## src/inc/uepr_consts.svh

```systemverilog
// Constants for the endpoint interrupt priority router
`ifndef UEPR_CONSTS_SVH
`define UEPR_CONSTS_SVH

// Register byte addresses
`define UEPR_DEVST_ADDR 32'hFFE0C200
`define UEPR_DEVPRI_ADDR 32'hFFE0C22C
`define UEPR_EPST_ADDR 32'hFFE0C230
`define UEPR_EPEN_ADDR 32'hFFE0C234
`define UEPR_EPCLR_ADDR 32'hFFE0C238
`define UEPR_EPSET_ADDR 32'hFFE0C23C
`define UEPR_EPPRI_ADDR 32'hFFE0C240
`define UEPR_DMAST_ADDR 32'hFFE0C250

// Reset values
`define UEPR_EPPRI_RST 32'h00000000
`define UEPR_EPEN_RST 32'h00000000
`define UEPR_DEVPRI_RST 1'h0

// Field positions in the device status word
`define UEPR_DEVST_SLOW_BIT 0
`define UEPR_DEVST_FAST_BIT 1
// Field position of the fast-line select in the device priority word
`define UEPR_DEVPRI_FAST_BIT 0

// Bus encodings
`define UEPR_HTRANS_NONSEQ 2'h2
`define UEPR_HSIZE_WORD 3'h2

`endif

```

## src/inc/uepr_pkg.sv

```systemverilog
// Types for the endpoint interrupt priority router
package uepr_pkg;

  // One-hot register select decoded from the address phase
  typedef enum logic [8:0] {
    REG_NONE   = 9'h001,
    REG_DEVST  = 9'h002,
    REG_DEVPRI = 9'h004,
    REG_EPST   = 9'h008,
    REG_EPEN   = 9'h010,
    REG_EPCLR  = 9'h020,
    REG_EPSET  = 9'h040,
    REG_EPPRI  = 9'h080,
    REG_DMAST  = 9'h100
  } uepr_reg_e;

  typedef logic [31:0] uepr_word_t;

endpackage

```

## src/design/uepr_sticky_bank.sv

```systemverilog
// Bank of sticky flags where a set beats a clear in the same cycle
`timescale 1ns/1ps
module uepr_sticky_bank #(
  parameter int unsigned WIDTH = 32
) (
  input wire logic hclk,
  input wire logic hresetn,
  input wire logic [WIDTH-1:0] set_vec,
  input wire logic [WIDTH-1:0] clr_vec,
  output logic [WIDTH-1:0] flag_q
);

  // **************************************************
  // Per-bit flags
  // **************************************************
  if (WIDTH < 1) begin : g_bad_width
    $error("uepr_sticky_bank: WIDTH must be at least 1");
  end

  for (genvar i = 0; i < WIDTH; i++) begin : g_bit
    // Set wins, clear only when no event arrives
    always_ff @(posedge hclk or negedge hresetn) begin
      if (!hresetn) begin
        flag_q[i] <= 1'b0;
      end else if (set_vec[i]) begin
        flag_q[i] <= 1'b1;
      end else if (clr_vec[i]) begin
        flag_q[i] <= 1'b0;
      end
    end
  end

endmodule

```

## src/design/uepr_router.sv

```systemverilog
// Endpoint interrupt priority router with its AHB-Lite register slave
//
// Added by the designer: the AHB-Lite register port.
`timescale 1ns/1ps
`include "uepr_consts.svh"

module uepr_router #(
  parameter int unsigned NUM_EP = 16
) (
  input wire logic hclk,
  input wire logic hresetn,
  input wire logic hsel,
  input wire logic [31:0] haddr,
  input wire logic [1:0] htrans,
  input wire logic hwrite,
  input wire logic [2:0] hsize,
  input wire logic [31:0] hwdata,
  input wire logic hready,
  output logic hreadyout,
  output logic hresp,
  output logic [31:0] hrdata,
  input wire logic [2*NUM_EP-1:0] ep_event,
  output logic fast_endpoint_irq_flag,
  output logic slow_endpoint_irq_flag,
  output logic high_priority_irq_line,
  output logic low_priority_irq_line
);

  localparam int unsigned W = 2 * NUM_EP;

  // **************************************************
  // Parameter check
  // **************************************************
  if (NUM_EP < 1 || NUM_EP > 16) begin : g_bad_num_ep
    $error("uepr_router: NUM_EP must be 1 to 16");
  end

  // **************************************************
  // Bus address phase
  // **************************************************
  uepr_pkg::uepr_reg_e addr_dec;
  uepr_pkg::uepr_reg_e wr_reg_r;
  logic addr_take;
  logic [W-1:0] endpoint_irq_priority_select_r;
  logic [W-1:0] endpoint_irq_enable_r;
  logic device_irq_priority_select_r;
  logic [W-1:0] endpoint_irq_status;
  logic [W-1:0] dma_request_status;
  logic [W-1:0] st_set;
  logic [W-1:0] st_clr;
  logic [W-1:0] dma_set;
  logic [W-1:0] dma_clr;
  logic fast_r;
  logic slow_r;
  logic [31:0] hrdata_r;
  logic [31:0] wr_data;

  // Zero-wait slave, always OKAY
  assign hreadyout = 1'b1;
  assign hresp = 1'b0;
  assign hrdata = hrdata_r;
  assign addr_take = hsel && hready && (htrans == `UEPR_HTRANS_NONSEQ);

  // Address decode to a one-hot select
  always_comb begin
    case (haddr)
      `UEPR_DEVST_ADDR: addr_dec = uepr_pkg::REG_DEVST;
      `UEPR_DEVPRI_ADDR: addr_dec = uepr_pkg::REG_DEVPRI;
      `UEPR_EPST_ADDR: addr_dec = uepr_pkg::REG_EPST;
      `UEPR_EPEN_ADDR: addr_dec = uepr_pkg::REG_EPEN;
      `UEPR_EPCLR_ADDR: addr_dec = uepr_pkg::REG_EPCLR;
      `UEPR_EPSET_ADDR: addr_dec = uepr_pkg::REG_EPSET;
      `UEPR_EPPRI_ADDR: addr_dec = uepr_pkg::REG_EPPRI;
      `UEPR_DMAST_ADDR: addr_dec = uepr_pkg::REG_DMAST;
      default: addr_dec = uepr_pkg::REG_NONE;
    endcase
  end

  // Capture the target of a word write for its data phase
  always_ff @(posedge hclk or negedge hresetn) begin
    if (!hresetn) begin
      wr_reg_r <= uepr_pkg::REG_NONE;
    end else if (hready) begin
      if (addr_take && hwrite && hsize == `UEPR_HSIZE_WORD) begin
        wr_reg_r <= addr_dec;
      end else begin
        wr_reg_r <= uepr_pkg::REG_NONE;
      end
    end
  end

  assign wr_data = hwdata;

  // **************************************************
  // Read data
  // **************************************************
  // Read word is registered at the address phase
  always_ff @(posedge hclk or negedge hresetn) begin
    if (!hresetn) begin
      hrdata_r <= 32'h00000000;
    end else if (addr_take && !hwrite) begin
      case (addr_dec)
        uepr_pkg::REG_DEVST: begin
          hrdata_r <= 32'h00000000;
          hrdata_r[`UEPR_DEVST_FAST_BIT] <= fast_r;
          hrdata_r[`UEPR_DEVST_SLOW_BIT] <= slow_r;
        end
        uepr_pkg::REG_DEVPRI: begin
          hrdata_r <= 32'h00000000;
          hrdata_r[`UEPR_DEVPRI_FAST_BIT] <= device_irq_priority_select_r;
        end
        uepr_pkg::REG_EPST: hrdata_r <= 32'(endpoint_irq_status);
        uepr_pkg::REG_EPEN: hrdata_r <= 32'(endpoint_irq_enable_r);
        uepr_pkg::REG_DMAST: hrdata_r <= 32'(dma_request_status);
        uepr_pkg::REG_EPPRI: hrdata_r <= 32'h00000000;
        default: hrdata_r <= 32'h00000000;
      endcase
    end
  end

  // **************************************************
  // Software registers
  // **************************************************
  // Routing selection, one bit per event line, two per physical endpoint
  always_ff @(posedge hclk or negedge hresetn) begin
    if (!hresetn) begin
      endpoint_irq_priority_select_r <= W'(`UEPR_EPPRI_RST);
    end else if (wr_reg_r == uepr_pkg::REG_EPPRI) begin
      endpoint_irq_priority_select_r <= wr_data[W-1:0];
    end
  end

  // Endpoint interrupt enable
  always_ff @(posedge hclk or negedge hresetn) begin
    if (!hresetn) begin
      endpoint_irq_enable_r <= W'(`UEPR_EPEN_RST);
    end else if (wr_reg_r == uepr_pkg::REG_EPEN) begin
      endpoint_irq_enable_r <= wr_data[W-1:0];
    end
  end

  // Device-level choice of line for the fast flag
  always_ff @(posedge hclk or negedge hresetn) begin
    if (!hresetn) begin
      device_irq_priority_select_r <= `UEPR_DEVPRI_RST;
    end else if (wr_reg_r == uepr_pkg::REG_DEVPRI) begin
      device_irq_priority_select_r <= wr_data[`UEPR_DEVPRI_FAST_BIT];
    end
  end

  // **************************************************
  // Endpoint status and DMA request flags
  // **************************************************
  // Events split by enable; software set and clear strobes
  always_comb begin
    st_set = ep_event & endpoint_irq_enable_r;
    dma_set = ep_event & ~endpoint_irq_enable_r;
    st_clr = '0;
    dma_clr = '0;
    if (wr_reg_r == uepr_pkg::REG_EPSET) begin
      st_set = st_set | wr_data[W-1:0];
    end
    if (wr_reg_r == uepr_pkg::REG_EPCLR) begin
      st_clr = wr_data[W-1:0];
    end
    if (wr_reg_r == uepr_pkg::REG_DMAST) begin
      dma_clr = wr_data[W-1:0];
    end
  end

  uepr_sticky_bank #(.WIDTH(W)) u_ep_status (
    .hclk(hclk),
    .hresetn(hresetn),
    .set_vec(st_set),
    .clr_vec(st_clr),
    .flag_q(endpoint_irq_status)
  );

  uepr_sticky_bank #(.WIDTH(W)) u_dma_status (
    .hclk(hclk),
    .hresetn(hresetn),
    .set_vec(dma_set),
    .clr_vec(dma_clr),
    .flag_q(dma_request_status)
  );

  // **************************************************
  // Fast and slow routing
  // **************************************************
  // Flags are levels that track pending status per selection
  always_ff @(posedge hclk or negedge hresetn) begin
    if (!hresetn) begin
      fast_r <= 1'b0;
      slow_r <= 1'b0;
    end else begin
      fast_r <= |(endpoint_irq_status &
                  endpoint_irq_priority_select_r);
      slow_r <= |(endpoint_irq_status &
                  ~endpoint_irq_priority_select_r);
    end
  end

  assign fast_endpoint_irq_flag = fast_r;
  assign slow_endpoint_irq_flag = slow_r;

  // Slow flag always on the low line; fast flag as chosen
  assign high_priority_irq_line = fast_r &&
                                  device_irq_priority_select_r;
  assign low_priority_irq_line = slow_r ||
                                 (fast_r && !device_irq_priority_select_r);

  // **************************************************
  // Assertions
  // **************************************************
  logic sel_written_r;

  // Remembers whether the selection has ever been written
  always_ff @(posedge hclk or negedge hresetn) begin
    if (!hresetn) begin
      sel_written_r <= 1'b0;
    end else if (wr_reg_r == uepr_pkg::REG_EPPRI) begin
      sel_written_r <= 1'b1;
    end
  end

  property p_fast_route;
    @(posedge hclk) disable iff (!hresetn)
    (|(endpoint_irq_status & endpoint_irq_priority_select_r))
      |=> fast_endpoint_irq_flag;
  endproperty
  a_fast_route: assert property (p_fast_route)
    else $error("fast flag missing for selected pending endpoint");

  property p_slow_route;
    @(posedge hclk) disable iff (!hresetn)
    (|(endpoint_irq_status & ~endpoint_irq_priority_select_r))
      |=> slow_endpoint_irq_flag;
  endproperty
  a_slow_route: assert property (p_slow_route)
    else $error("slow flag missing for unselected pending endpoint");

  property p_mixed_route;
    @(posedge hclk) disable iff (!hresetn)
    ((endpoint_irq_status & endpoint_irq_priority_select_r) != '0 &&
     (endpoint_irq_status & ~endpoint_irq_priority_select_r) != '0)
      |=> (fast_endpoint_irq_flag && slow_endpoint_irq_flag);
  endproperty
  a_mixed_route: assert property (p_mixed_route)
    else $error("fast and slow flags not raised together");

  property p_line_pick;
    @(posedge hclk) disable iff (!hresetn)
    fast_endpoint_irq_flag |->
      (device_irq_priority_select_r ? high_priority_irq_line
                                     : low_priority_irq_line);
  endproperty
  a_line_pick: assert property (p_line_pick)
    else $error("fast flag on wrong interrupt line");

  property p_sel_read_zero;
    @(posedge hclk) disable iff (!hresetn)
    (addr_take && !hwrite && addr_dec == uepr_pkg::REG_EPPRI)
      |=> (hrdata == 32'h00000000);
  endproperty
  a_sel_read_zero: assert property (p_sel_read_zero)
    else $error("selection register read not zero");

  property p_sel_reset;
    @(posedge hclk) disable iff (!hresetn)
    !sel_written_r |-> (endpoint_irq_priority_select_r == '0);
  endproperty
  a_sel_reset: assert property (p_sel_reset)
    else $error("selection not clear before first write");

  property p_sel_write;
    @(posedge hclk) disable iff (!hresetn)
    (wr_reg_r == uepr_pkg::REG_EPPRI)
      |=> (endpoint_irq_priority_select_r == $past(hwdata[W-1:0]));
  endproperty
  a_sel_write: assert property (p_sel_write)
    else $error("selection bits differ from written word");

  property p_enable_gate;
    @(posedge hclk) disable iff (!hresetn)
    (ep_event & ~endpoint_irq_enable_r) != '0
      |=> (($past(ep_event & ~endpoint_irq_enable_r) &
            ~dma_request_status) == '0);
  endproperty
  a_enable_gate: assert property (p_enable_gate)
    else $error("disabled endpoint event not sent to DMA status");

  property p_flags_idle;
    @(posedge hclk) disable iff (!hresetn)
    (endpoint_irq_status == '0)
      |=> (!fast_endpoint_irq_flag && !slow_endpoint_irq_flag);
  endproperty
  a_flags_idle: assert property (p_flags_idle)
    else $error("flag raised with no pending endpoint status");

endmodule

```

## config.mk

```make
export PLATFORM = sky130hd
export DESIGN_NAME = uepr_router
export DESIGN_NICKNAME = d
export VERILOG_FILES = /design/src/inc/uepr_pkg.sv /design/src/design/uepr_sticky_bank.sv /design/src/design/uepr_router.sv
export VERILOG_INCLUDE_DIRS = /design/src /design/src/inc
export SDC_FILE = /design/constraint.sdc
export NUM_CORES = 1
export LEC_CHECK = 0
export ABC_AREA = 0
export BUFFER_PORTS_ARGS = -buffer_cell sky130_fd_sc_hd__buf_4
export CORE_ASPECT_RATIO = 0.75
export CORE_MARGIN = 5
export CORE_UTILIZATION = 51
export DETAILED_ROUTE_END_ITERATION = 12
export PLACE_DENSITY = 0.77
export SETUP_SLACK_MARGIN = 0.1
export SKIP_LAST_GASP = 1
export SLEW_MARGIN = 20
export SYNTH_ARGS = -nofsm -noshare
export SYNTH_HDL_FRONTEND = slang
export SYNTH_SLANG_ARGS = --single-unit
```

## constraint.sdc

```tcl
create_clock -name hclk -period 1.9 [get_ports hclk]
set_clock_uncertainty 0.2 [all_clocks]
set_input_delay 0.095 -clock hclk [delete_from_list [all_inputs] [get_ports hclk]]
set_output_delay 0.095 -clock hclk [all_outputs]
set_load 0.01 [all_outputs]
```

Word-level counts from Yosys, hierarchy flattened
Index checks and enable logic that the tools add are counted.
- eq/ne operators: 21
- multiplexer cells: 134
- bitwise operators: 7
- reductions and logical operators: 76
- operator list (cell ; number):
    == test 32 bit, second input constant ; 8
    one-hot mux 32 bit (5 select lines) ; 1
    bitwise AND 32 bit ; 4
    two-way mux 1 bit ; 128
    nonzero test 2 bit ; 64
    two-way mux 32 bit ; 3
    one-hot mux 9 bit (8 select lines) ; 1
    inverter 32 bit ; 2
    OR reduction 32 bit ; 2
    bitwise OR 32 bit ; 1
    == test 9 x 3 -> 1 bit, second input constant ; 2
    == test 9 x 5 -> 1 bit, second input constant ; 2
    == test 9 bit, second input constant ; 2
    == test 9 x 2 -> 1 bit, second input constant ; 1
    == test 9 x 4 -> 1 bit, second input constant ; 1
    == test 9 x 6 -> 1 bit, second input constant ; 1
    == test 9 x 7 -> 1 bit, second input constant ; 1
    == test 9 x 8 -> 1 bit, second input constant ; 1
    two-way mux 9 bit ; 1
    logical AND 1 bit ; 7
    == test 3 x 2 -> 1 bit, second input constant ; 1
    == test 2 bit, second input constant ; 1
    zero test 1 bit ; 2
    logical OR 1 bit ; 1
- register bits: 172
- input port bits: 106
- word-level logic and storage cells: 309

Logic depth before layout (Yosys ltp)
Gate-level depths: netlist (run 1).
- depth in word-level cells: 5
- gate-level depth with buffers: 7

Cells and area by module
A second synthesis (run 1) with hierarchy kept.
- cells, all modules: 818
- area, all modules: 8682.1 um2
- modules (own cells, without submodules) (module ; instances ; cells each ; area an instance (um2)):
    uepr_router ; 1 ; 626 ; 6359.8
    uepr_sticky_bank ; 2 ; 96 ; 1161.1

Least setup slack after synthesis (run 1)
No wires, ideal clock.
- path type: flip-flop to flip-flop
- start: register wr_reg_r[1]
- end: register endpoint_irq_enable_r[10]
- setup time: 0.128 ns
- arrival: 1.694 ns
- data required time: 1.572 ns
- path slack: -0.122 ns
- cell stages (with the launch flop): 7
- path buffers: 2
- clock period less this slack: 2.022 ns
- cells stage by stage: dfrtp_1 nor3_2 nand3_1 or3b_1 clkbuf_1 buf_2 mux2_1
- word-level cells in the longest chain between the ends: 1
- RTL lines (element ; line ; source):
    start, declared ; uepr_router.sv:42 ; uepr_pkg::uepr_reg_e wr_reg_r;
    start signal, assigned ; uepr_router.sv:82 ; wr_reg_r <= uepr_pkg::REG_NONE;
    start signal, assigned ; uepr_router.sv:85 ; wr_reg_r <= addr_dec;
    start signal, assigned ; uepr_router.sv:87 ; wr_reg_r <= uepr_pkg::REG_NONE;
    == test 9 x 5 -> 1 bit ; uepr_router.sv:137 ; end else if (wr_reg_r == uepr_pkg::REG_EPEN) begin
    end signal, assigned ; uepr_router.sv:136 ; endpoint_irq_enable_r <= W'(`UEPR_EPEN_RST);
    end signal, assigned ; uepr_router.sv:138 ; endpoint_irq_enable_r <= wr_data[W-1:0];
    end, declared ; uepr_router.sv:45 ; logic [W-1:0] endpoint_irq_enable_r;
Every way passes these cells.
A chain may end at the register's enable or synchronous reset.

Worst setup path after layout (run 1)
- start: register wr_reg_r[1]
- end: register u_ep_status.flag_q[26]
- word-level cells in the longest chain between the ends: 3
- RTL lines (element ; line ; source):
    == test 9 x 7 -> 1 bit or == test 9 x 6 -> 1 bit (tied branches) ; uepr_router.sv:160, uepr_router.sv:163 ;
    two-way mux 32 bit, on equally long branches ; uepr_router.sv:160, uepr_router.sv:163 ;
    two-way mux 1 bit or nonzero test 2 bit (tied branches) ; n/a ;
    end signal, assigned by index ; uepr_sticky_bank.sv:24 ; flag_q[i] <= 1'b0;
    end signal, assigned by index ; uepr_sticky_bank.sv:26 ; flag_q[i] <= 1'b1;
    end signal, assigned by index ; uepr_sticky_bank.sv:28 ; flag_q[i] <= 1'b0;
    end, declared ; uepr_sticky_bank.sv:10 ; output logic [WIDTH-1:0] flag_q
Several ways; a longest one is shown, not always the timed one.

==> out/results.ini, run 1 <==
[outcome]
status = complete, but fails checks
violations = hold timing, setup timing

[critical_path]
r2r-end = u_ep_status.flag_q[26]
startpoint_type = flop
r2r-start = wr_reg_r[1]
critical_path_class = flop to flop
cp_max_fo = 9
crit_arrival_ns = 2.26
rr_worst_depth = 8
worstSetupStartpoint = wr_reg_r[1]
worstPathRequired_ns = 2.01
end_kind = flop
r2r_setup_slack_ns = -0.24

[timing]
setup_ws_ns = -0.244
hold_viol_final = 2
relSlewSlack_pct = 64.7
drv_slew = 0
finalSetupTns_ns = -22.61
worst_pin_slew_ns = 0.529
setup-violations-final = 128
rsz0062_at_grt = true
timing.hold.ws_ns = -0.0443
fin_crit_sh_pct = 113
period_needed_ns = 2.14
timing.fmax_ghz = 0.466

[layout]
fin_area_um2 = 11900
final_cell_mix = 195 x buf_4, 171 x dfrtp_1, 76 x dlygate4sd3_1
nets = 1076
drive_gt1_share_pct = 34.1
n_antenna_cell = 0
area_growth_pct = 46.7
fin_util_pct = 77.1
layout_commonest_cell = buf_4
final_cells = 1187

[route]
drc_errors = 0
vias = 7387
wire_per_inst_um = 23.7
postRouteAntennaNets = 0
drt-initial-drc-count = 808
drt-pass1-iter-count = 5
via_per_inst = 6.22
routed_wl_um = 28200

[place]
portBuffers = 141
gp_congestion = 0.890
place_area_um2 = 9900
dp_cells = 1055
dp_hpwl_um = 17100

[global_route]
antenna_found_initial = 0
grt_pass1_vias = 7476
overflow = 0
grt_use_total_pct = 28.7
grt_max_degree = 54
grt_pass1_wl_um = 41300

[floorplanning]
io_pins = 144
coreArea_um2 = 15400
initial_core_util_pct = 52.6
die_w_um = 155
die_y_um = 119
die_area_um2 = 18500
floorplan.rows = 39

[power]
p_seq_share_pct = 47.8
power.density_nw_per_um2 = 673
power_leakage_uw = 0.00554
clockPowerShare_pct = 43.0
p_sw_uw = 1820
pwr-share-comb_pct = 9.2
ir_drop_mv = 0.666
switching_share_pct = 22.8
p_int_uw = 6160

[worst_hold_path]
hold-path-endpoint = wr_reg_r[1]
hold_depth = 5
hold_class = primary input to flop
hp-start = hsize[2]

[clock_network]
root_buffer = clkbuf_16
htreeDepth = 4
insertion_delay_ns = 0.43
cts_tree = built
clk_pin_slew_ns = 0.06
cts_buffers = 17
clockBufferDepth = 2
clock_sinks = 172

[synthesis]
syn_area_um2 = 8080
synth_edf_count = 0
syn-mean-instance-area_um2 = 11.8
synth-seq-cells = 172
yosysWarnings = 0
yosysSeqAreaShare_pct = 53.3
synth.distinct_cells = 54
synthCells = 687
synth_nets = 793
synthFlopType = dfrtp_1
synthArstFlopShare_pct = 100

[job]
max_cap_violations = 0

registers in the layout, indices dropped and copies added (netlist names):
signal	count
endpoint_irq_enable_r	32
endpoint_irq_priority_select_r	32
hrdata	32
u_dma_status.flag_q	32
u_ep_status.flag_q	32
wr_reg_r	9
device_irq_priority_select_r	1
fast_endpoint_irq_flag	1
slow_endpoint_irq_flag	1
cells by family (layout without fill, tap and decap cells):
kind of cell / after synthesis / after routing / share of synthesized area [%]
AO/OA/AOI/OAI: 209 / 209 / 21.1
flip-flops: 172 / 172 / 53.3
buffers and inverters: 105 / 400 / 5.43
AND/OR/NAND/NOR: 102 / 102 / 7.04
multiplexers: 96 / 96 / 12.9
other: 2 / 2 / 0.0929
XOR/XNOR: 1 / 1 / 0.108
worst max-delay path: stages (launching register included):
cell and delay [ns]:
dfrtp_1 0.39, nor3_2 0.25, nand3_1 0.13, buf_4 0.16, nor3b_4 0.22, buf_12 0.17
buf_12 0.14, a21oi_1 0.08, a221o_1 0.28
final cells by class:
class / instances / area [um2]
Clock buffer: 25 / 485
Clock inverter: 6 / 86.3
Fill cell: 922 / 3510
Inverter: 69 / 259
Multi-Input combinational cell: 410 / 3680
Sequential cell: 172 / 4310
Tap cell: 205 / 256
Timing Repair Buffer: 300 / 2790
per-layer routing:
layer | up-vias | GRT usage, % | part of all wire [%]
met3 | 73 | 7.29 | 10
met1 | 3709 | 41.0 | 41
met4 | 0 | 9.95 | 2.9
met2 | 447 | 43.0 | 45
met5 | - | 0 | 0
li1 | 3158 | - | -
how the worst max path moves through the flow:
| stage | depth (start not counted) | slack, ns | endpoint |
|---|---|---|---|
| floorplan | 6 | -0.05 | endpoint_irq_enable_r[10] |
| global placement | 7 | -0.10 | u_ep_status.flag_q[28] |
| detailed placement | 7 | -0.14 | hrdata[20] |
| CTS | 7 | -0.16 | u_ep_status.flag_q[23] |
| global route | 8 | -0.30 | u_ep_status.flag_q[8] |
| finish | 8 | -0.24 | u_ep_status.flag_q[26] |
synthesized netlist by cell type (2+ instances only):
cell type  number  area share, %
nand4_1         7           0.54
o22ai_1        15            1.2
or3b_1          3           0.33
nor3_1          2           0.12
nand3_1         8           0.50
dfrtp_1       171             53
mux2_1         65            9.1
nand4b_1        2           0.22
a22oi_1        14            1.3
nor4b_1         4           0.43
a221o_1        33            4.1
nor2_1         11           0.51
o2bb2ai_1      34            3.7
conb_1          2          0.093
or4_1           2           0.19
buf_6           3           0.42
mux2i_1        31            3.8
a21boi_1        3           0.28
a221oi_1        2           0.22
clkbuf_1       18           0.84
and2_1          2           0.15
a21oi_1        30            1.9
nand2_1        38            1.8
nor3b_1         2           0.19
a21o_1          2           0.19
inv_1          69            3.2
and4_1          2           0.22
nand2b_1        2           0.15
buf_2          12           0.74
nor4_1          6           0.46
a22o_1         68            7.4
buf_4           2           0.19
power groups by stage:
stage                     registers, uW  clock network [uW]  logic, uW
after global routing               3820                3600        791
final                              3810                3430        735
after global placement             3860                   0        547
after floorplan                    3850                   0        175
after CTS                          3800                3450        698
after detailed placement           3870                   0        564
per-stage QoR:
| step | setup WS (ns) | total power [uW] |
|---|---|---|
| 2_1_floorplan | -0.0538 | 4020 |
| 3_3_place_gp | -0.102 | 4410 |
| 3_5_place_dp | -0.138 | 4430 |
| 4_1_cts | -0.163 | 7950 |
| 5_1_grt | -0.298 | 8210 |
| 6_report | -0.244 | 7980 |
timing repair:
item	in CTS	in global routing
endpoints found under the setup margin	131	166
gates cloned	2	7
hold buffers	76	3
resized for setup	32	38
setup buffers	6	10
endpoints found under the hold margin	309	2
pin swaps	26	20
No activity file was read; power rests on OpenSTA's default activity.
==> run 2, diff against run 1 <==
--- a/config.mk
+++ b/config.mk
@@ -8,7 +8,7 @@
 export LEC_CHECK = 0
 export ABC_AREA = 0
 export BUFFER_PORTS_ARGS = -buffer_cell sky130_fd_sc_hd__buf_4
-export CORE_ASPECT_RATIO = 0.75
+export CORE_ASPECT_RATIO = 1.2
 export CORE_MARGIN = 5
 export CORE_UTILIZATION = 51
 export DETAILED_ROUTE_END_ITERATION = 12
==> out/results.ini, run 2 (synthesis gave the netlist of run 1 again) <==
[timing]
timing.fmax_ghz = 0.465  ; -0.25%
fin_crit_sh_pct = 113  ; +0.28 points
worst_pin_slew_ns = 0.953  ; +0.424 ns
rsz0062_at_grt = true
finalSetupTns_ns = -24.49  ; -1.88 ns
relSlewSlack_pct = 36.5  ; -28 points
setup_ws_ns = -0.250  ; -0.00527 ns
timing.hold.ws_ns = -0.0209  ; +0.0234 ns
drv_slew = 0  ; unchanged
hold_viol_final = 2  ; unchanged
period_needed_ns = 2.15  ; +0.00527 ns
setup-violations-final = 129  ; +0.78%

[route]
postRouteAntennaNets = 0  ; unchanged
wire_per_inst_um = 22.4  ; -5.7%
routed_wl_um = 26200  ; -6.9%
drt-pass1-iter-count = 5  ; unchanged
drc_errors = 0  ; unchanged
drt-initial-drc-count = 523  ; -35%
via_per_inst = 6.02  ; -3.3%
vias = 7055  ; -4.5%

[global_route]
grt_pass1_wl_um = 39800  ; -3.8%
grtUsageMet3_pct = 5.89  ; -1.4 points
grt_use_total_pct = 26.9  ; -1.9 points
grt_busiest_layer = met2
grt_max_degree = 43  ; -20%
grt_pass1_vias = 7432  ; -0.59%
grtUsageMet1_pct = 33.0  ; -8.0 points
use_met2_pct = 46.6  ; +3.5 points
overflow = 0  ; unchanged
antenna_found_initial = 0  ; unchanged

[critical_path]
crit_arrival_ns = 2.26  ; about the same
startpoint_type = flop
cp_max_fo = 8  ; -1
critical_path_class = flop to flop
worstPathRequired_ns = 2.01  ; about the same
end_kind = flop
r2r_setup_slack_ns = -0.25  ; about the same

[layout]
area_growth_pct = 44.8
final_cell_mix = 178 x buf_4, 170 x dfrtp_1, 75 x dlygate4sd3_1
nets = 1057  ; -1.8%
fin_area_um2 = 11700  ; -1.3%
drive_gt1_share_pct = 32.2  ; -2.0 points
fillers = 968  ; +5.0%
layout_commonest_cell = buf_4
n_antenna_cell = 0  ; unchanged

[clock_network]
root_buffer = clkbuf_16
clk_pin_slew_ns = 0.07  ; about the same
cts_tree = built
clockBufferDepth = 2  ; unchanged
insertion_delay_ns = 0.43  ; about the same
htreeDepth = 4  ; unchanged
clock_sinks = 172  ; unchanged
cts_buffers = 17  ; unchanged

[place]
dp_hpwl_um = 16300  ; -4.3%
gp_congestion = 0.885  ; -0.55%
portBuffers = 141  ; unchanged
place_area_um2 = 9860  ; -0.42%

[outcome]
violations = hold timing, setup timing
status = complete, but fails checks

[power]
power.density_nw_per_um2 = 695  ; +3.3%
p_total_uw = 8130  ; +1.9%
ir_drop_mv = 0.567  ; -15%
power_leakage_uw = 0.00543  ; -1.9%

[job]
max_cap_violations = 0  ; unchanged

[floorplanning]
floorplan.rows = 50  ; +28%
io_pins = 144  ; unchanged
initial_core_util_pct = 51.9  ; -0.70 points
die_y_um = 148  ; +24%
die_area_um2 = 18500  ; about the same
die_w_um = 125  ; -20%
coreArea_um2 = 15600  ; +1.3%

[worst_hold_path]
hold_class = primary input to flop

[run 2: cell types whose count changed in the layout (fill, tap and decap cells not counted), sizes merged]
cell          delta
buf             -18
clkbuf           -7
inv              +3
clkinvlp         +2
bufinv           +1
clkinv           +1
dlygate4sd3      -1
dlymetal6s4s     +1
[run 2: path summary, 6_finish.rpt]
kind | startpoint | endpoint | depth (start not counted)
setup / recovery | wr_reg_r[1] | u_ep_status.flag_q[28] | 8
hold / removal | haddr[3] | wr_reg_r[1] | 6
setup reg to reg | wr_reg_r[1] | u_ep_status.flag_q[28] | 8
hold reg to reg | hrdata[1] | hrdata[1] | 2
max in group asynchronous | hresetn | hrdata[21] | 3
min in group asynchronous | hresetn | wr_reg_r[0] | 2
[run 2: final cells by class]
class                      instances  area, um2  share of cell area, %
clock inverter                    13        165                   1.41
inverter                          69        259                   2.21
tap                              208        260                   2.22
clock buffer                      19        443                   3.79
multi-input combinational        410       3660                   31.3
timing repair buffer             281       2600                   22.3
sequential                       172       4310                   36.8
[run 2: power by group]
part | internal (uW) | switching, uW | total, uW
clock network | 2110 | 1490 | 3600
registers | 3730 | 74.1 | 3810
logic | 390 | 336 | 726
[run 2: metrics by stage]
step           setup WS [ns]  instances  util, %
2_1_floorplan        -0.0538        687        -
3_3_place_gp          -0.101       1047     63.3
3_5_place_dp          -0.179       1047     63.3
4_1_cts               -0.186       1162     72.7
5_1_grt               -0.295       1172     75.1
6_report              -0.250       1172     75.1
[run 2: repair_timing]
action	in CTS	in global routing
endpoints found under the hold margin	311	2
resized for setup	7	52
pin swaps	5	32
cloned	0	6
setup buffers	5	5
hold buffers	78	1
setup endpoints to repair	131	184
[run 2: metal layers]
metal | part of all wire (%) | wire, um
met1 | 39 | 10200
met2 | 50 | 13100
met3 | 7.6 | 2000
met4 | 3.6 | 951
met5 | 0 | 0
[run 2: worst max-delay path, stage by stage, from the launching register on]
cell     delay, ns
dfrtp_1       0.42
nor3_4        0.25
nand3_2       0.13
buf_6         0.14
nor3b_4       0.18
buf_6         0.18
buf_6         0.19
a21oi_1       0.08
a221o_1       0.26
